===== src/iam_pkg.sv =====
// Constants and types shared by the indirect address mapper and its return stack.
//
// Overview of operation
// - With stack fault reset enabled, a push onto a full sixteen-level stack resets the device and sets the overflow flag.
// - With stack fault reset enabled, a pop from an empty stack resets the device and sets the underflow flag.
// - A return loads the top-of-stack address into the program counter and then pops the stack by one level.
// - An access to the indirect data port really reaches the register addressed by the pointer; the port stores nothing.
// - A pointer that addresses an indirect data port itself reads as zero and discards writes.
// - The pointer is the high byte above the low byte, a 16-bit address into 65536 locations.
// - Pointer values 0x000 to 0xfff map straight onto absolute data memory addresses.
// - Pointer values 0x2000 to 0x29af form a linear view of the 80-byte general purpose blocks of banks 0 to 30.
// - Indirect reads of unimplemented locations return 0x00.
// - Stepping the linear pointer past one bank's last general purpose byte reaches the next bank's first one.
// - The 16 common bytes shared by all banks are not part of the linear view.
// - With the top pointer bit set, the lower 15 bits address a program flash word.
// - Indirect flash reads return only the low 8 bits of the word.
// - Indirect writes to the flash region never modify program memory.
// - An indirect flash read takes one extra instruction cycle.
package iam_pkg;

	// ---------------------------------------------------------------
	// Return stack
	// ---------------------------------------------------------------
	localparam int          STACK_DEPTH = 16;
	localparam int          STACK_IDX_W = 4;
	localparam int          STACK_PTR_W = 5;
	localparam int          PC_W        = 15;
	localparam logic [4:0]  STACK_EMPTY = 5'h1f;
	localparam logic [4:0]  STACK_FULL  = 5'h0f;

	// ---------------------------------------------------------------
	// Indirect address space
	// ---------------------------------------------------------------
	localparam int          PTR_W        = 16;
	localparam int          DATA_ADDR_W  = 12;
	localparam int          FLASH_W      = 14;
	localparam int          FLASH_SEL    = 15;
	localparam logic [15:0] TRAD_LAST    = 16'h0fff;
	localparam logic [15:0] LIN_FIRST    = 16'h2000;
	localparam logic [15:0] LIN_LAST     = 16'h29af;
	localparam logic [11:0] LIN_BLOCK    = 12'h050;
	localparam logic [6:0]  RAM_BASE     = 7'h20;
	localparam logic [5:0]  PORT_ROW     = 6'h00;
	localparam logic [7:0]  READ_ZERO    = 8'h00;

	// ---------------------------------------------------------------
	// Indirect access sequencer
	// ---------------------------------------------------------------
	typedef enum logic [4:0]
	{
		IAM_IDLE    = 5'b00001,
		IAM_ISSUE   = 5'b00010,
		IAM_EXTRA   = 5'b00100,
		IAM_CAPTURE = 5'b01000,
		IAM_DONE    = 5'b10000
	} iam_access_state_type;

endpackage


===== src/iam_stack_if.sv =====
// Connection between the stack controller and the return stack storage.
`timescale 1ns/10ps
interface iam_stack_if;
	import iam_pkg::*;

	logic                   writeEnable;
	logic [STACK_IDX_W-1:0] writeIndex;
	logic [PC_W-1:0]        writeData;
	logic [STACK_IDX_W-1:0] readIndex;
	logic [PC_W-1:0]        readData;

	modport ctrl (output writeEnable, output writeIndex, output writeData, output readIndex, input readData);
	modport mem  (input writeEnable, input writeIndex, input writeData, input readIndex, output readData);
endinterface


===== src/iam_return_stack.sv =====
// Sixteen-level return address storage with a registered read port.
`timescale 1ns/10ps
module iam_return_stack
(
	// Clock and reset
	input wire logic clock,
	input wire logic rstn,
	// Storage port
	iam_stack_if.mem stack
);
	import iam_pkg::*;

	logic [PC_W-1:0] levels [STACK_DEPTH];

	always_ff @(posedge clock)
	begin
		if (stack.writeEnable)
			levels[stack.writeIndex] <= stack.writeData;
	end

	always_ff @(posedge clock or negedge rstn)
	begin
		if (!rstn)
			stack.readData <= '0;
		else
			stack.readData <= levels[stack.readIndex];
	end
endmodule


===== src/iam_indirect_address_mapper.sv =====
// Indirect data access and return stack control with overflow and underflow reset.
`timescale 1ns/10ps
module iam_indirect_address_mapper
(
	// Clock and reset
	input  wire logic                             clock,
	input  wire logic                             rstn,
	// Return stack control from the core
	input  wire logic                             pushReq,
	input  wire logic [iam_pkg::PC_W-1:0]         pushAddr,
	input  wire logic                             popReq,
	input  wire logic                             stackFaultResetEnable,
	input  wire logic                             clearOverflowFlag,
	input  wire logic                             clearUnderflowFlag,
	// Return stack results
	output logic                                  pcLoad,
	output logic [iam_pkg::PC_W-1:0]              pcLoadValue,
	output logic [iam_pkg::STACK_PTR_W-1:0]       stackPtr,
	output logic                                  stackFaultReset,
	output logic                                  stackOverflowFlag,
	output logic                                  stackUnderflowFlag,
	// Indirect access from the core
	input  wire logic                             accReq,
	input  wire logic                             accWrite,
	input  wire logic [7:0]                       accWdata,
	input  wire logic [7:0]                       pointerHighByte,
	input  wire logic [7:0]                       pointerLowByte,
	output logic                                  accBusy,
	output logic                                  accDone,
	output logic [7:0]                            accRdata,
	// Data memory port
	output logic [iam_pkg::DATA_ADDR_W-1:0]       dataAddr,
	output logic                                  dataRe,
	output logic                                  dataWe,
	output logic [7:0]                            dataWdata,
	input  wire logic [7:0]                       dataRdata,
	// Program flash read port
	output logic [iam_pkg::PC_W-1:0]              flashAddr,
	output logic                                  flashRe,
	input  wire logic [iam_pkg::FLASH_W-1:0]      flashRdata
);
	import iam_pkg::*;

	// ---------------------------------------------------------------
	// Return stack
	// ---------------------------------------------------------------
	iam_stack_if stackBus ();

	iam_return_stack u_stack
	(
		.clock (clock),
		.rstn  (rstn),
		.stack (stackBus.mem)
	);

	logic popPending;
	logic stackFull;
	logic stackEmpty;
	logic popTake;
	logic pushTake;
	logic overflowEvent;
	logic underflowEvent;
	logic faultEvent;
	logic [STACK_PTR_W-1:0] next_stackPtr;

	assign stackFull      = stackPtr == STACK_FULL;
	assign stackEmpty     = stackPtr == STACK_EMPTY;
	assign popTake        = popReq && !popPending;
	// A pop and a push in the same cycle cannot both be right; the pop wins.
	assign pushTake       = pushReq && !popReq && !popPending;
	assign overflowEvent  = pushTake && stackFull && stackFaultResetEnable;
	assign underflowEvent = popTake && stackEmpty && stackFaultResetEnable;
	assign faultEvent     = overflowEvent || underflowEvent;

	assign stackBus.writeEnable = pushTake && !overflowEvent;
	assign stackBus.writeIndex  = stackPtr[STACK_IDX_W-1:0] + 4'h1;
	assign stackBus.writeData   = pushAddr;
	assign stackBus.readIndex   = stackPtr[STACK_IDX_W-1:0];

	// The top word is read on the pop request and loaded one cycle later.
	assign pcLoad      = popPending;
	assign pcLoadValue = stackBus.readData;

	// Without the fault reset a full stack wraps to level zero and an empty one stays empty.
	assign next_stackPtr = faultEvent ? STACK_EMPTY :
		pushTake ? {1'b0, stackBus.writeIndex} :
		(popPending && !stackEmpty) ? stackPtr - 5'h01 : stackPtr;

	always_ff @(posedge clock or negedge rstn)
	begin
		if (!rstn)
		begin
			stackPtr        <= STACK_EMPTY;
			popPending      <= 1'b0;
			stackFaultReset <= 1'b0;
		end
		else
		begin
			stackPtr        <= next_stackPtr;
			popPending      <= popTake && !underflowEvent;
			stackFaultReset <= faultEvent;
		end
	end

	// The flags survive the reset they cause; only the power-on reset or software clears them.
	always_ff @(posedge clock or negedge rstn)
	begin
		if (!rstn)
		begin
			stackOverflowFlag  <= 1'b0;
			stackUnderflowFlag <= 1'b0;
		end
		else
		begin
			stackOverflowFlag  <= overflowEvent || (stackOverflowFlag && !clearOverflowFlag);
			stackUnderflowFlag <= underflowEvent || (stackUnderflowFlag && !clearUnderflowFlag);
		end
	end

	// ---------------------------------------------------------------
	// Pointer decode
	// ---------------------------------------------------------------
	logic [PTR_W-1:0] pointer;
	logic             inFlash;
	logic             inTrad;
	logic             inLinear;
	logic             isPortSelf;
	logic [11:0]      linOffset;
	logic [11:0]      linBankWide;
	logic [11:0]      linByteWide;
	logic [DATA_ADDR_W-1:0] linAddr;
	logic [DATA_ADDR_W-1:0] decodedAddr;
	logic             toData;

	assign pointer     = {pointerHighByte, pointerLowByte};
	assign inFlash     = pointer[FLASH_SEL];
	assign inTrad      = pointer <= TRAD_LAST;
	assign inLinear    = pointer >= LIN_FIRST && pointer <= LIN_LAST;
	assign isPortSelf  = inTrad && pointer[6:1] == PORT_ROW;
	// Within the linear region the offset from its base is simply the low twelve bits.
	assign linOffset   = pointer[11:0];
	assign linBankWide = linOffset / LIN_BLOCK;
	assign linByteWide = linOffset % LIN_BLOCK;
	// Consecutive offsets run off the end of one block into the next bank's first byte.
	assign linAddr     = {linBankWide[4:0], RAM_BASE + linByteWide[6:0]};
	assign decodedAddr = inLinear ? linAddr : pointer[DATA_ADDR_W-1:0];
	// Anything else outside the flash region, the port registers included, goes nowhere and reads as zero.
	assign toData      = (inTrad && !isPortSelf) || inLinear;

	// ---------------------------------------------------------------
	// Access sequencer
	// ---------------------------------------------------------------
	iam_access_state_type state;
	iam_access_state_type next_state;
	logic accTake;
	logic reqFlash;
	logic reqData;
	logic reqWrite;
	logic [7:0] next_accRdata;

	assign accTake = accReq && state == IAM_IDLE;
	assign accBusy = state != IAM_IDLE;
	assign accDone = state == IAM_DONE;
	assign dataRe  = state == IAM_ISSUE && reqData && !reqWrite;
	assign dataWe  = state == IAM_ISSUE && reqData && reqWrite;
	// The flash port has no write path at all, so a write there simply completes.
	assign flashRe = state == IAM_EXTRA;
	assign next_accRdata = reqWrite ? READ_ZERO :
		reqFlash ? flashRdata[7:0] :
		reqData ? dataRdata : READ_ZERO;

	always_comb
	begin
		next_state = state;
		unique case (state)
			IAM_IDLE:    if (accReq) next_state = IAM_ISSUE;
			IAM_ISSUE:   next_state = (reqFlash && !reqWrite) ? IAM_EXTRA : IAM_CAPTURE;
			IAM_EXTRA:   next_state = IAM_CAPTURE;
			IAM_CAPTURE: next_state = IAM_DONE;
			IAM_DONE:    next_state = IAM_IDLE;
			default:     next_state = IAM_IDLE;
		endcase
	end

	always_ff @(posedge clock or negedge rstn)
	begin
		if (!rstn)
		begin
			state     <= IAM_IDLE;
			reqFlash  <= 1'b0;
			reqData   <= 1'b0;
			reqWrite  <= 1'b0;
			dataAddr  <= '0;
			dataWdata <= '0;
			flashAddr <= '0;
			accRdata  <= '0;
		end
		else
		begin
			state <= next_state;
			if (accTake)
			begin
				reqFlash  <= inFlash;
				reqData   <= toData;
				reqWrite  <= accWrite;
				dataAddr  <= decodedAddr;
				dataWdata <= accWdata;
				flashAddr <= pointer[PC_W-1:0];
			end
			if (state == IAM_CAPTURE)
				accRdata <= next_accRdata;
		end
	end

	// ---------------------------------------------------------------
	// Checks
	// ---------------------------------------------------------------
	property p_overflow_reset;
		@(posedge clock) disable iff (!rstn)
		pushTake && stackFull && stackFaultResetEnable |=> stackFaultReset && stackOverflowFlag && stackPtr == 5'h1f;
	endproperty
	a_overflow_reset: assert property (p_overflow_reset) else $error("overflow did not reset the stack");

	property p_underflow_reset;
		@(posedge clock) disable iff (!rstn)
		popTake && stackEmpty && stackFaultResetEnable |=> stackFaultReset && stackUnderflowFlag && !pcLoad;
	endproperty
	a_underflow_reset: assert property (p_underflow_reset) else $error("underflow did not reset the stack");

	property p_return_pop;
		@(posedge clock) disable iff (!rstn)
		popTake && !stackEmpty |=> pcLoad ##1 stackPtr == $past(stackPtr, 2) - 5'h01;
	endproperty
	a_return_pop: assert property (p_return_pop) else $error("return did not load and pop");

	property p_port_reads_zero;
		@(posedge clock) disable iff (!rstn)
		accTake && isPortSelf |-> ##1 !dataWe && !dataRe ##2 accDone && accRdata == 8'h00;
	endproperty
	a_port_reads_zero: assert property (p_port_reads_zero) else $error("port self access not zero");

	property p_traditional_map;
		@(posedge clock) disable iff (!rstn)
		accTake && inTrad && !isPortSelf |=> (dataRe || dataWe) && dataAddr == $past(pointer[11:0]);
	endproperty
	a_traditional_map: assert property (p_traditional_map) else $error("traditional address wrong");

	property p_linear_ram;
		@(posedge clock) disable iff (!rstn)
		accTake && inLinear |=> dataAddr[6:0] >= 7'h20 && dataAddr[6:0] <= 7'h6f && dataAddr[11:7] <= 5'h1e;
	endproperty
	a_linear_ram: assert property (p_linear_ram) else $error("linear address outside a block");

	property p_flash_read;
		@(posedge clock) disable iff (!rstn)
		accTake && inFlash && !accWrite |-> !accDone [*4] ##1 accDone && accRdata == $past(flashRdata[7:0]);
	endproperty
	a_flash_read: assert property (p_flash_read) else $error("flash read wrong or late");

	property p_flash_no_write;
		@(posedge clock) disable iff (!rstn)
		accTake && inFlash && accWrite |=> (!dataWe && !flashRe) [*3];
	endproperty
	a_flash_no_write: assert property (p_flash_no_write) else $error("flash write reached memory");

	property p_unimplemented;
		@(posedge clock) disable iff (!rstn)
		accTake && !inFlash && !inTrad && !inLinear |-> ##1 !dataWe ##2 accDone && accRdata == 8'h00;
	endproperty
	a_unimplemented: assert property (p_unimplemented) else $error("unimplemented access not zero");
endmodule


===== config.mk =====
export PLATFORM = sky130hd
export DESIGN_NAME = iam_indirect_address_mapper
export DESIGN_NICKNAME = d
export VERILOG_FILES = /design/src/iam_pkg.sv /design/src/iam_stack_if.sv /design/src/iam_return_stack.sv /design/src/iam_indirect_address_mapper.sv
export SDC_FILE = /design/constraint.sdc
export NUM_CORES = 1
export LEC_CHECK = 0
export BUFFER_PORTS_ARGS = -buffer_cell sky130_fd_sc_hd__clkbuf_2
export CAP_MARGIN = 40
export CORE_ASPECT_RATIO = 1.25
export CORE_MARGIN = 2
export CORE_UTILIZATION = 45
export DETAILED_ROUTE_END_ITERATION = 7
export GPL_TIMING_DRIVEN = 0
export PLACE_DENSITY = 0.66
export SLEW_MARGIN = 20
export SYNTH_ARGS = -nofsm -noshare
export SYNTH_HDL_FRONTEND = slang
export SYNTH_SLANG_ARGS = --single-unit

===== constraint.sdc =====
create_clock -name clock -period 2.7 [get_ports clock]
set_input_delay 0.135 -clock clock [delete_from_list [all_inputs] [get_ports clock]]
set_output_delay 0.135 -clock clock [all_outputs]
set_load 0.05 [all_outputs]

# Word-level counts from Yosys, hierarchy flattened
# Memory sizes are Yosys's and may differ from the RTL's. A register that Yosys moved wholly into a read port is not among the register bits.
# Cells that the tools add are included.
dict set report totals {
  latch_bits 0
  mem_count 1
  register_bits 60
  ram_bits 240
  rom_bits 0
  input_bits 70
  wordCells 79
}
# name words width rd rd_ports_with_merged_regs write_ports line
set mem_list {}
lappend mem_list {u_stack.levels 16 15 1 1 1 iam_return_stack.sv:13} ;# logic [PC_W-1:0] levels [STACK_DEPTH];
dict set report classes {
  addsub 3
  mux 12
  mul 0
  n_reduce_logical 36
  eq_ne 9
  shift 0
  magnitude_cmp 3
  bitwise 0
  div 2
}
# cell count
set op_table {}
lappend op_table {{8-bit 2-to-1 mux} 3}
lappend op_table {{1-bit logical AND} 20}
lappend op_table {{5-bit 2-to-1 mux} 4}
lappend op_table {{5-bit one-hot mux with 4 select lines} 1}
lappend op_table {{16-bit by 14-bit greater-or-equal comparator with 1-bit output, second input constant} 1}
lappend op_table {{16-bit by 12-bit less-or-equal comparator with 1-bit output, second input constant} 1}
lappend op_table {{16-bit by 14-bit less-or-equal comparator with 1-bit output, second input constant} 1}
lappend op_table {{12-bit by 7-bit divider with 12-bit output, second input constant} 1}
lappend op_table {{12-bit by 7-bit remainder unit with 12-bit output, second input constant} 1}
lappend op_table {{12-bit 2-to-1 mux} 1}
lappend op_table {{5-bit by 4-bit equality test with 1-bit output, second input constant} 2}
lappend op_table {{5-bit equality test, second input constant} 2}
lappend op_table {{1-bit logical NOT} 10}
lappend op_table {{6-bit by 7-bit adder with 7-bit output, first input constant} 1}
lappend op_table {{6-bit logical NOT} 1}
lappend op_table {{5-bit by 1-bit equality test with 1-bit output, second input constant} 1}
lappend op_table {{5-bit by 2-bit equality test with 1-bit output, second input constant} 1}
lappend op_table {{5-bit by 3-bit equality test with 1-bit output, second input constant} 1}
lappend op_table {{5-bit by 1-bit inequality test with 1-bit output, second input constant} 1}
lappend op_table {{5-bit by 1-bit subtractor with 5-bit output, second input constant} 1}
lappend op_table {{4-bit by 1-bit adder with 4-bit output, second input constant} 1}
lappend op_table {{1-bit logical OR} 4}
lappend op_table {{4-bit 2-to-1 mux} 1}
lappend op_table {{3-bit nonzero test} 1}
lappend op_table {{2 further kinds} 3}

# Logic depth before layout (Yosys ltp)
# Gate-level depths: netlist of run 1.
dict set report depth {
  ltp_word 9
  ltp_mapped 9
  mapped_depth_nobuf 8
}

# By module
# From an unflattened synthesis of run 1, not the netlist that was laid out.
dict set report hier_totals {
  cells_unflattened 795
  area_unflattened_um2 12786.0
}
# module cells_each area_per_inst_um2 n_inst
set by_module_without_submodules {}
lappend by_module_without_submodules {iam_return_stack 406 9521.6 1}
lappend by_module_without_submodules {iam_indirect_address_mapper 389 3264.4 1}

# Worst setup path before layout of run 1
# Ideal clock, no wire load.
dict set report synth_timing {
  path_kind {register to register}
  from {register stackPtr[1] (netlist bit)}
  to {memory u_stack.levels[6][0] (enable)}
  synth_period_minus_slack_ps 2896
  path_stages_with_launch 7
  setup_slack_ps -196
  arrival_time_ps 2510
  path_cell_list {dfstp_2 -> buf_2 -> buf_1 -> nand3_1 -> xnor2_1 -> nand2_1 -> nor2_1}
}
dict set report synth_between {
  elab_chain_len 7
  word_cells_on_any_way 8
  classes_between {add/sub (1); eq/ne (1); mux (2); reduce/logical (4)}
}
# element line
set synth_rtl {}
lappend synth_rtl {{from (decl)} iam_indirect_address_mapper.sv:18} ;# output logic [iam_pkg::STACK_PTR_W-1:0] stackPtr,
lappend synth_rtl {{from (signal assigned)} iam_indirect_address_mapper.sv:99} ;# stackPtr <= next_stackPtr;
lappend synth_rtl {{5-bit by 4-bit equality test with 1-bit output} iam_indirect_address_mapper.sv:66} ;# assign stackFull = stackPtr == STACK_FULL;
lappend synth_rtl {{1-bit logical AND (2 in a row)} iam_indirect_address_mapper.sv:71} ;# assign overflowEvent = pushTake && stackFull && stackFaultResetEnable;
lappend synth_rtl {{1-bit logical NOT} iam_indirect_address_mapper.sv:75} ;# assign stackBus.writeEnable = pushTake && !overflowEvent;
lappend synth_rtl {{1-bit logical AND} iam_indirect_address_mapper.sv:75}
lappend synth_rtl {{1-bit 2-to-1 mux} iam_return_stack.sv:17} ;# if (stack.writeEnable)
lappend synth_rtl {{1-bit 2-to-1 mux (not written as such)} iam_return_stack.sv:18} ;# levels[stack.writeIndex] <= stack.writeData;
lappend synth_rtl {{to (decl)} iam_return_stack.sv:13}
# Several ways; a longest one is shown, not always the timed one.

# Worst setup path after layout of run 1
dict set report layout_timing {
  from {register stackPtr[0] (netlist bit)}
  to {memory u_stack.levels[1][5] (enable)}
}
# The elaborated chain is that of the path after synthesis.

==> impl_results.md, run 1 <==
* Clock root buffer: clkbuf_16
* PD cells at 1020 nW/um^2
* Gate power share at 36.1%
* DP Area at 14,400 um^2
* GRT Total Usage at 21.9%
* Pre-CTS WS at -0.739 ns
* Iteration-0 DRC Markers at 807
* RD Place Congestion at 0.826
* Clk sinks at 312
* CTS tree: done
* Final min period at 2.63 ns
* Worst-margin pin slew at 0.822 ns
* Die X-Extent at 156 um
* Post-layout util at 57.8%
* Via/cell ratio at 5.66
* Critical path peak fanout at 10
* Top FF cell, synth: edfxtp_1
* Maximum VDD drop at 936 uV
* Fin. max-slew vios at 0
* Synthesized cell area at 12,900 um^2
* Clk Latency, worst-skew pair at 0.56 ns
* Max_cap viols at 0
* Average cell area after synthesis at 16.6 um^2
* EDFF count, synth at 240
* DIE HEIGHT at 194 um
* FF-to-FF setup slack at 0.07 ns
* Total gr overflow at 0
* Initial DRT Pass Iterations at 5
* # IOs at 142
* YS warnings at 0
* Cell area after layout at 16,400 um^2
* Crit Path Class: reg2reg
* Clock skew at 0.0154 ns
* Flop pwr share at 37.2%
* Hold EP: u_stack.levels[2][2]$_DFFE_PP_
* Syn Inst Count at 777
* Leading post-synthesis cells by instance count: edfxtp_1 (240), nand2_1 (114), mux4_2 (75)
* PnR worst setup slack at 0.0659 ns
* Initial antenna violation count at 0
* Ranking of synthesized cells by area: edfxtp_1 (56%), mux4_2 (13%), dfrtp_1 (13%)
* Capturing point of the worst reg2reg path: u_stack.levels[1][5]$_DFFE_PP_
* Switch Pwr at 6.18 mW
* Vias post-DR at 8,008
* Core Box Area at 28,300 um^2
* Clock buffer depth at 3
* PortBufs at 134
* Vias in the first global route at 8,297
* Fin nets at 1,112
* First-pass GRT wire length at 49.7 mm
* Hold path cells at 1
* Leakage power at 6.10 nW
* Period utilization at 97.6%
* Setup crit end kind: flip-flop
* Detailed-route wire length at 32.9 mm
* Largest net degree at the start of global routing at 42
* Top cell type's share of synthesized area at 55.7%
* Most instantiated library cell after synthesis: edfxtp_1
* Area leader, netlist: edfxtp_1
* Tot Pwr at 16.6 mW
* Fmax at 380 MHz
* Yosys reg bits at 312
* Int Pwr at 10.4 mW
* Seq/Total Area, Yosys at 69.7%
* Crit start category: flip-flop
* Area grow syn2layout at 26.5%
* Async SR Flop Fraction at 23.1%
* Post-Syn Nets at 853
* Clock Power Share at 26.7%
* Max-slew headroom at 45.2%
* Hold Crit Class: in2reg
* FF-to-FF Start: stackPtr[0]$_DFFE_PN1P_
* Net Sw Frac at 37.2%
* ANT cells at 0
* Worst Min Path Start: pushAddr[2]
* Clk slew on worst S/H paths at 0.06 ns
* DR DRC count at 0
* Final HPWL from detailed placement at 21.1 mm
* Die Area at 30,100 um^2
* Data arrival time of the critical path at 2.90 ns
* H-Tree Depth at 1
* Run status: complete, no violations
* Starting density of the core at 45.7%
* DR WL/cell at 23.3 um
* Cell depth of the worst flop-to-flop path at 8
* Fin. Hold Viols at 0
* Required time of the worst setup path at 2.97 ns
* Row cnt at 69
* RSZ-0062 raised after global routing: true
* Fraction of layout cells with a size suffix above 1 at 34.6%
* Final ANT Viol Nets at 0
* Netlist cell types at 71
* Final setup fails at 0
* CTS Buf Count at 31
cells by family (layout without fill, tap and decap cells):
family	after synthesis	in the layout	share of synthesized area [%]
adder cells (fa/ha/maj)	6	6	0.581
multiplexers	82	82	13.6
buffers and inverters	62	345	2.33
AO/OA/AOI/OAI	95	95	5.29
AND/OR/NAND/NOR	210	210	7.79
XOR/XNOR	10	10	0.677
flip-flops	312	312	69.7
area by class of cell:
class / count / area [um^2]
fill: 2144 / 12000
sequential: 312 / 9020
multi-input combinational: 403 / 3760
timing repair buffer: 227 / 1770
clock buffer: 36 / 815
tap: 355 / 444
buffer: 49 / 269
clock inverter: 21 / 236
inverter: 12 / 45.0
stage by stage:
step	hold WS, ns	cells	TNS [ns]
floorplan	-0.161	777	-34.26
global placement	0.325	1266	-260.19
detailed placement	0.168	1289	-119.27
CTS	0.00217	1413	0
global route	0.0316	1415	-0.110
finish	0.0203	1415	0
layout by cell type (no fill, tap or decap), types with 16 or more instances in the layout:
cell / count
clkbuf_16: 31
mux4_2: 75
nor2_4: 16
dlygate4sd3_1: 52
o21ai_0: 16
clkbuf_2: 133
nand2_1: 109
buf_6: 17
clkbuf_1: 26
edfxtp_1: 240
buf_4: 17
dfrtp_1: 66
nor2_1: 21
state kept, by name, summed over array words and instances, names as in the netlist, 5 cells and up:
name / count
dataWdata: 8
dataAddr: 12
u_stack.stack.readData: 15
flashAddr: 12
stackPtr: 5
u_stack.levels: 240
accRdata: 8
state: 5
layer usage:
layer  vias up  wire length, um  track usage (%)
met1      4037            12800             27.9
met3        77             2160             3.29
met4         0             1300             8.56
li1       3543                -                -
met5         -                0                0
met2       351            16700             37.9
repair_timing:
item,CTS,global route
setup endpoints to repair,250,141
resized for setup,26,4
hold buffers,52,0
buffers inserted,15,2
cloned,0,0
endpoints found under the hold margin,229,0
pin swaps,14,1
power by group through the flow:
stage	registers, mW	clock network [mW]	logic, mW
after detailed placement	6.26	0	5.68
final	6.19	4.43	6.00
after CTS	6.17	4.49	5.99
after global placement	6.25	0	5.46
after global routing	6.26	4.67	6.35
after floorplan	7.76	0	2.47
critical path: stages (launching register included):
cell and delay [ns]:
dfstp_2 0.64, buf_4 0.25, buf_4 0.27, nand3_1 0.22, xnor2_2 0.28, nand2_2 0.21, nor2_4 0.17, buf_6 0.16
buf_6 0.14
worst max path at each step:
stage                       startpoint  cells after the start  slack, ns                              to
2_1_floorplan  stackPtr[1]$_DFFE_PN1P_                      6      -0.20  u_stack.levels[6][0]$_DFFE_PP_
3_3_place_gp   stackPtr[1]$_DFFE_PN1P_                      6      -1.25  u_stack.levels[5][0]$_DFFE_PP_
3_5_place_dp   stackPtr[1]$_DFFE_PN1P_                      7      -0.74  u_stack.levels[0][2]$_DFFE_PP_
4_1_cts        stackPtr[3]$_DFFE_PN1P_                      7       0.05  u_stack.levels[2][6]$_DFFE_PP_
5_1_grt        stackPtr[0]$_DFFE_PN1P_                      8      -0.03  u_stack.levels[1][4]$_DFFE_PP_
6_report       stackPtr[0]$_DFFE_PN1P_                      8       0.07  u_stack.levels[1][5]$_DFFE_PP_
Power figures use the tool's default switching activity.
==> inputs of run 2 (changes only) <==
BUFFER_PORTS_ARGS = not set   (was -buffer_cell sky130_fd_sc_hd__clkbuf_2)
DONT_BUFFER_PORTS = 1   (was not set)
PLACE_DENSITY = not set   (was 0.66)
==> run 2 against run 1 <==
Against the previous run:
- via count down 5.4%
- sequential power up 27%
- routed wire length decreased by 3.3%
- critical endpoint is now u_stack.levels[1][1]$_DFFE_PP_
- highest routed layer unchanged
- sequential share of layout area up 2.1 points
- global-route usage shrank 1.2 points
- setup slack improved by 0.011 ns
==> impl_results.md, run 2 (synthesis results as in run 1) <==
* Run status: complete, no violations
* Worst Min Path Start: pointerHighByte[2]
* Hold EP: flashAddr[10]$_DFFE_PN0P_
* Max_cap viols at 0
* H-Tree Depth at 1
* Iteration-0 DRC Markers at 671
* Fin. max-slew vios at 0
* Maximum VDD drop at 615 uV
* Clk slew on worst S/H paths at 0.06 ns
* Core Box Area at 28,300 um^2
* Required time of the worst setup path at 2.96 ns
* Final Non-Filler Cells at 1,294
* Largest registers: u_stack.levels x240, u_stack.stack.readData x15
* Sequence of cells on the critical path: ha_1 -> and3_1 -> nand2_1 -> nor2_1 -> nor2_2 -> nand2_2 -> nor2_4 -> buf_6 -> buf_6
* Clk Latency, worst-skew pair at 0.56 ns
* Leakage power at 5.61 nW
* CTS tree: done
* Setup crit end kind: flip-flop
* Final setup fails at 0
* Clock root buffer: clkbuf_16
* Leading cell type in the layout, fill and taps excluded: edfxtp_1
* Initial DRT Pass Iterations at 5
* Clk sinks at 312
* ANT cells at 0
* Fin. Hold Viols at 0
* Biggest register: u_stack.levels
* # IOs at 142
* Final min period at 2.62 ns
* DR DRC count at 0
* FF-to-FF setup slack at 0.08 ns
* Critical path peak fanout at 6
* Data arrival time of the critical path at 2.88 ns
* Largest net degree at the start of global routing at 73
* Top cell family by delay on the critical path: simple AND/OR/NAND/NOR gates
* Die Area at 30,100 um^2
* GRT Total Usage at 20.7%
* Initial antenna violation count at 0
* Crit path top cell by count: buf_6
* RD Place Congestion at 0.837
* Placed insts at 1,157
* PortBufs at 0
* Row cnt at 69
* Max-slew headroom at 45.5%
* PD cells at 1030 nW/um^2
* Period utilization at 97.1%
* Fin nets at 994
* Final ANT Viol Nets at 0
* WP buf/inv at 2
* Cell depth of the worst flop-to-flop path at 9
* Hold Crit Class: in2reg
* Slowest CP cell: dfstp_4
* Total gr overflow at 0
* DIE HEIGHT at 194 um
* Crit start category: flip-flop
* Crit Path Class: reg2reg
* CTS Buf Count at 31
* Hold path cells at 3
* First-pass GRT wire length at 47.0 mm
* DR WL/cell at 24.6 um
* FF-to-FF Start: stackPtr[0]$_DFFE_PN1P_
* Detailed-route wire length at 31.9 mm
* Max reg flops at 240
* Setup TNS at 0 ns
* Final HPWL from detailed placement at 20.9 mm
* Fmax at 381 MHz
* Most frequent cells in the layout: edfxtp_1 (240), nand2_1 (106), mux4_2 (75), dfrtp_1 (66), dlygate4sd3_1 (61)
* Vias in the first global route at 8,004
* Die X-Extent at 156 um
* Clock skew at 0.0143 ns
* Starting density of the core at 45.7%
* Clock buffer depth at 3
* Capturing point of the worst reg2reg path: u_stack.levels[1][1]$_DFFE_PP_
* Area grow syn2layout at 22.0%
* Delay of the slowest critical-path stage at 0.55 ns
* Vias post-DR at 7,574
* Via/cell ratio at 5.85
* Fraction of layout cells with a size suffix above 1 at 25.8%
* Worst-margin pin slew at 0.818 ns
[run 2: metal layers]
metal  vias to the layer above  routed length (um)  part of all wire [%]  track usage [%]
li1                       3296                   -                     -                -
met1                      3880               11900                    37             24.5
met2                       333               16700                    52             37.4
met3                        65                2230                   7.0             4.48
met4                         0                1030                   3.2             6.93
met5                         -                   0                     0                0
[run 2: final cells by class]
cell class	instances	area, um^2
repair buffers	108	1140
flip-flops and latches	312	9030
well taps	355	444
clock buffers	38	802
multi-input cells	403	3800
plain buffers	50	307
inverters	12	45.0
fillers	2128	12500
clock inverters	16	210
[run 2: where the power goes]
part	switching [mW]	internal, mW
logic	2.30	1.72
registers	2.01	5.84
clock network	1.73	2.57
[run 2: worst max path at each step]
stage               slack (ns)                         endpoint  cells after the start                     from
floorplan                -0.20   u_stack.levels[6][0]$_DFFE_PP_                      6  stackPtr[1]$_DFFE_PN1P_
global placement         -1.48   u_stack.levels[2][2]$_DFFE_PP_                      6  stackPtr[1]$_DFFE_PN1P_
detailed placement       -0.83  u_stack.levels[10][1]$_DFFE_PP_                      7  stackPtr[1]$_DFFE_PN1P_
CTS                       0.02   u_stack.levels[6][0]$_DFFE_PP_                      7  stackPtr[3]$_DFFE_PN1P_
global route             -0.06  u_stack.levels[0][12]$_DFFE_PP_                      7         pcLoad$_DFF_PN0_
finish                    0.08   u_stack.levels[1][1]$_DFFE_PP_                      9  stackPtr[0]$_DFFE_PN1P_
[run 2: per-stage QoR]
| stage | hold slack [ns] | instance area [um^2] | utilization, % | setup WS [ns] | total power, mW |
|---|---|---|---|---|---|
| 2_1_floorplan | -0.161 | 12900 | - | -0.196 | 10.2 |
| 3_3_place_gp | -0.159 | 13400 | 47.3 | -1.48 | 11.1 |
| 3_5_place_dp | -0.159 | 13700 | 48.4 | -0.828 | 11.4 |
| 4_1_cts | 0.00293 | 15700 | 55.3 | 0.0175 | 16.1 |
| 5_1_grt | 0.0455 | 15800 | 55.7 | -0.0593 | 16.8 |
| 6_report | 0.0283 | 15800 | 55.7 | 0.0773 | 16.2 |
[run 2: worst reg2reg max path, cell delays in order (launching register included)]
cell     delay (ns)
dfstp_4        0.55
ha_1           0.32
and3_1         0.25
nand2_1        0.12
nor2_1         0.06
nor2_2         0.29
nand2_2        0.25
nor2_4         0.18
buf_6          0.16
buf_6          0.15
[run 2: repair_timing]
| action | CTS | global route |
|---|---|---|
| hold buffers | 62 | 0 |
| resized for setup | 39 | 15 |
| hold endpoints to repair | 349 | 0 |
| pin swaps | 12 | 8 |
| buffers inserted | 12 | 9 |
| setup endpoints to repair | 256 | 222 |
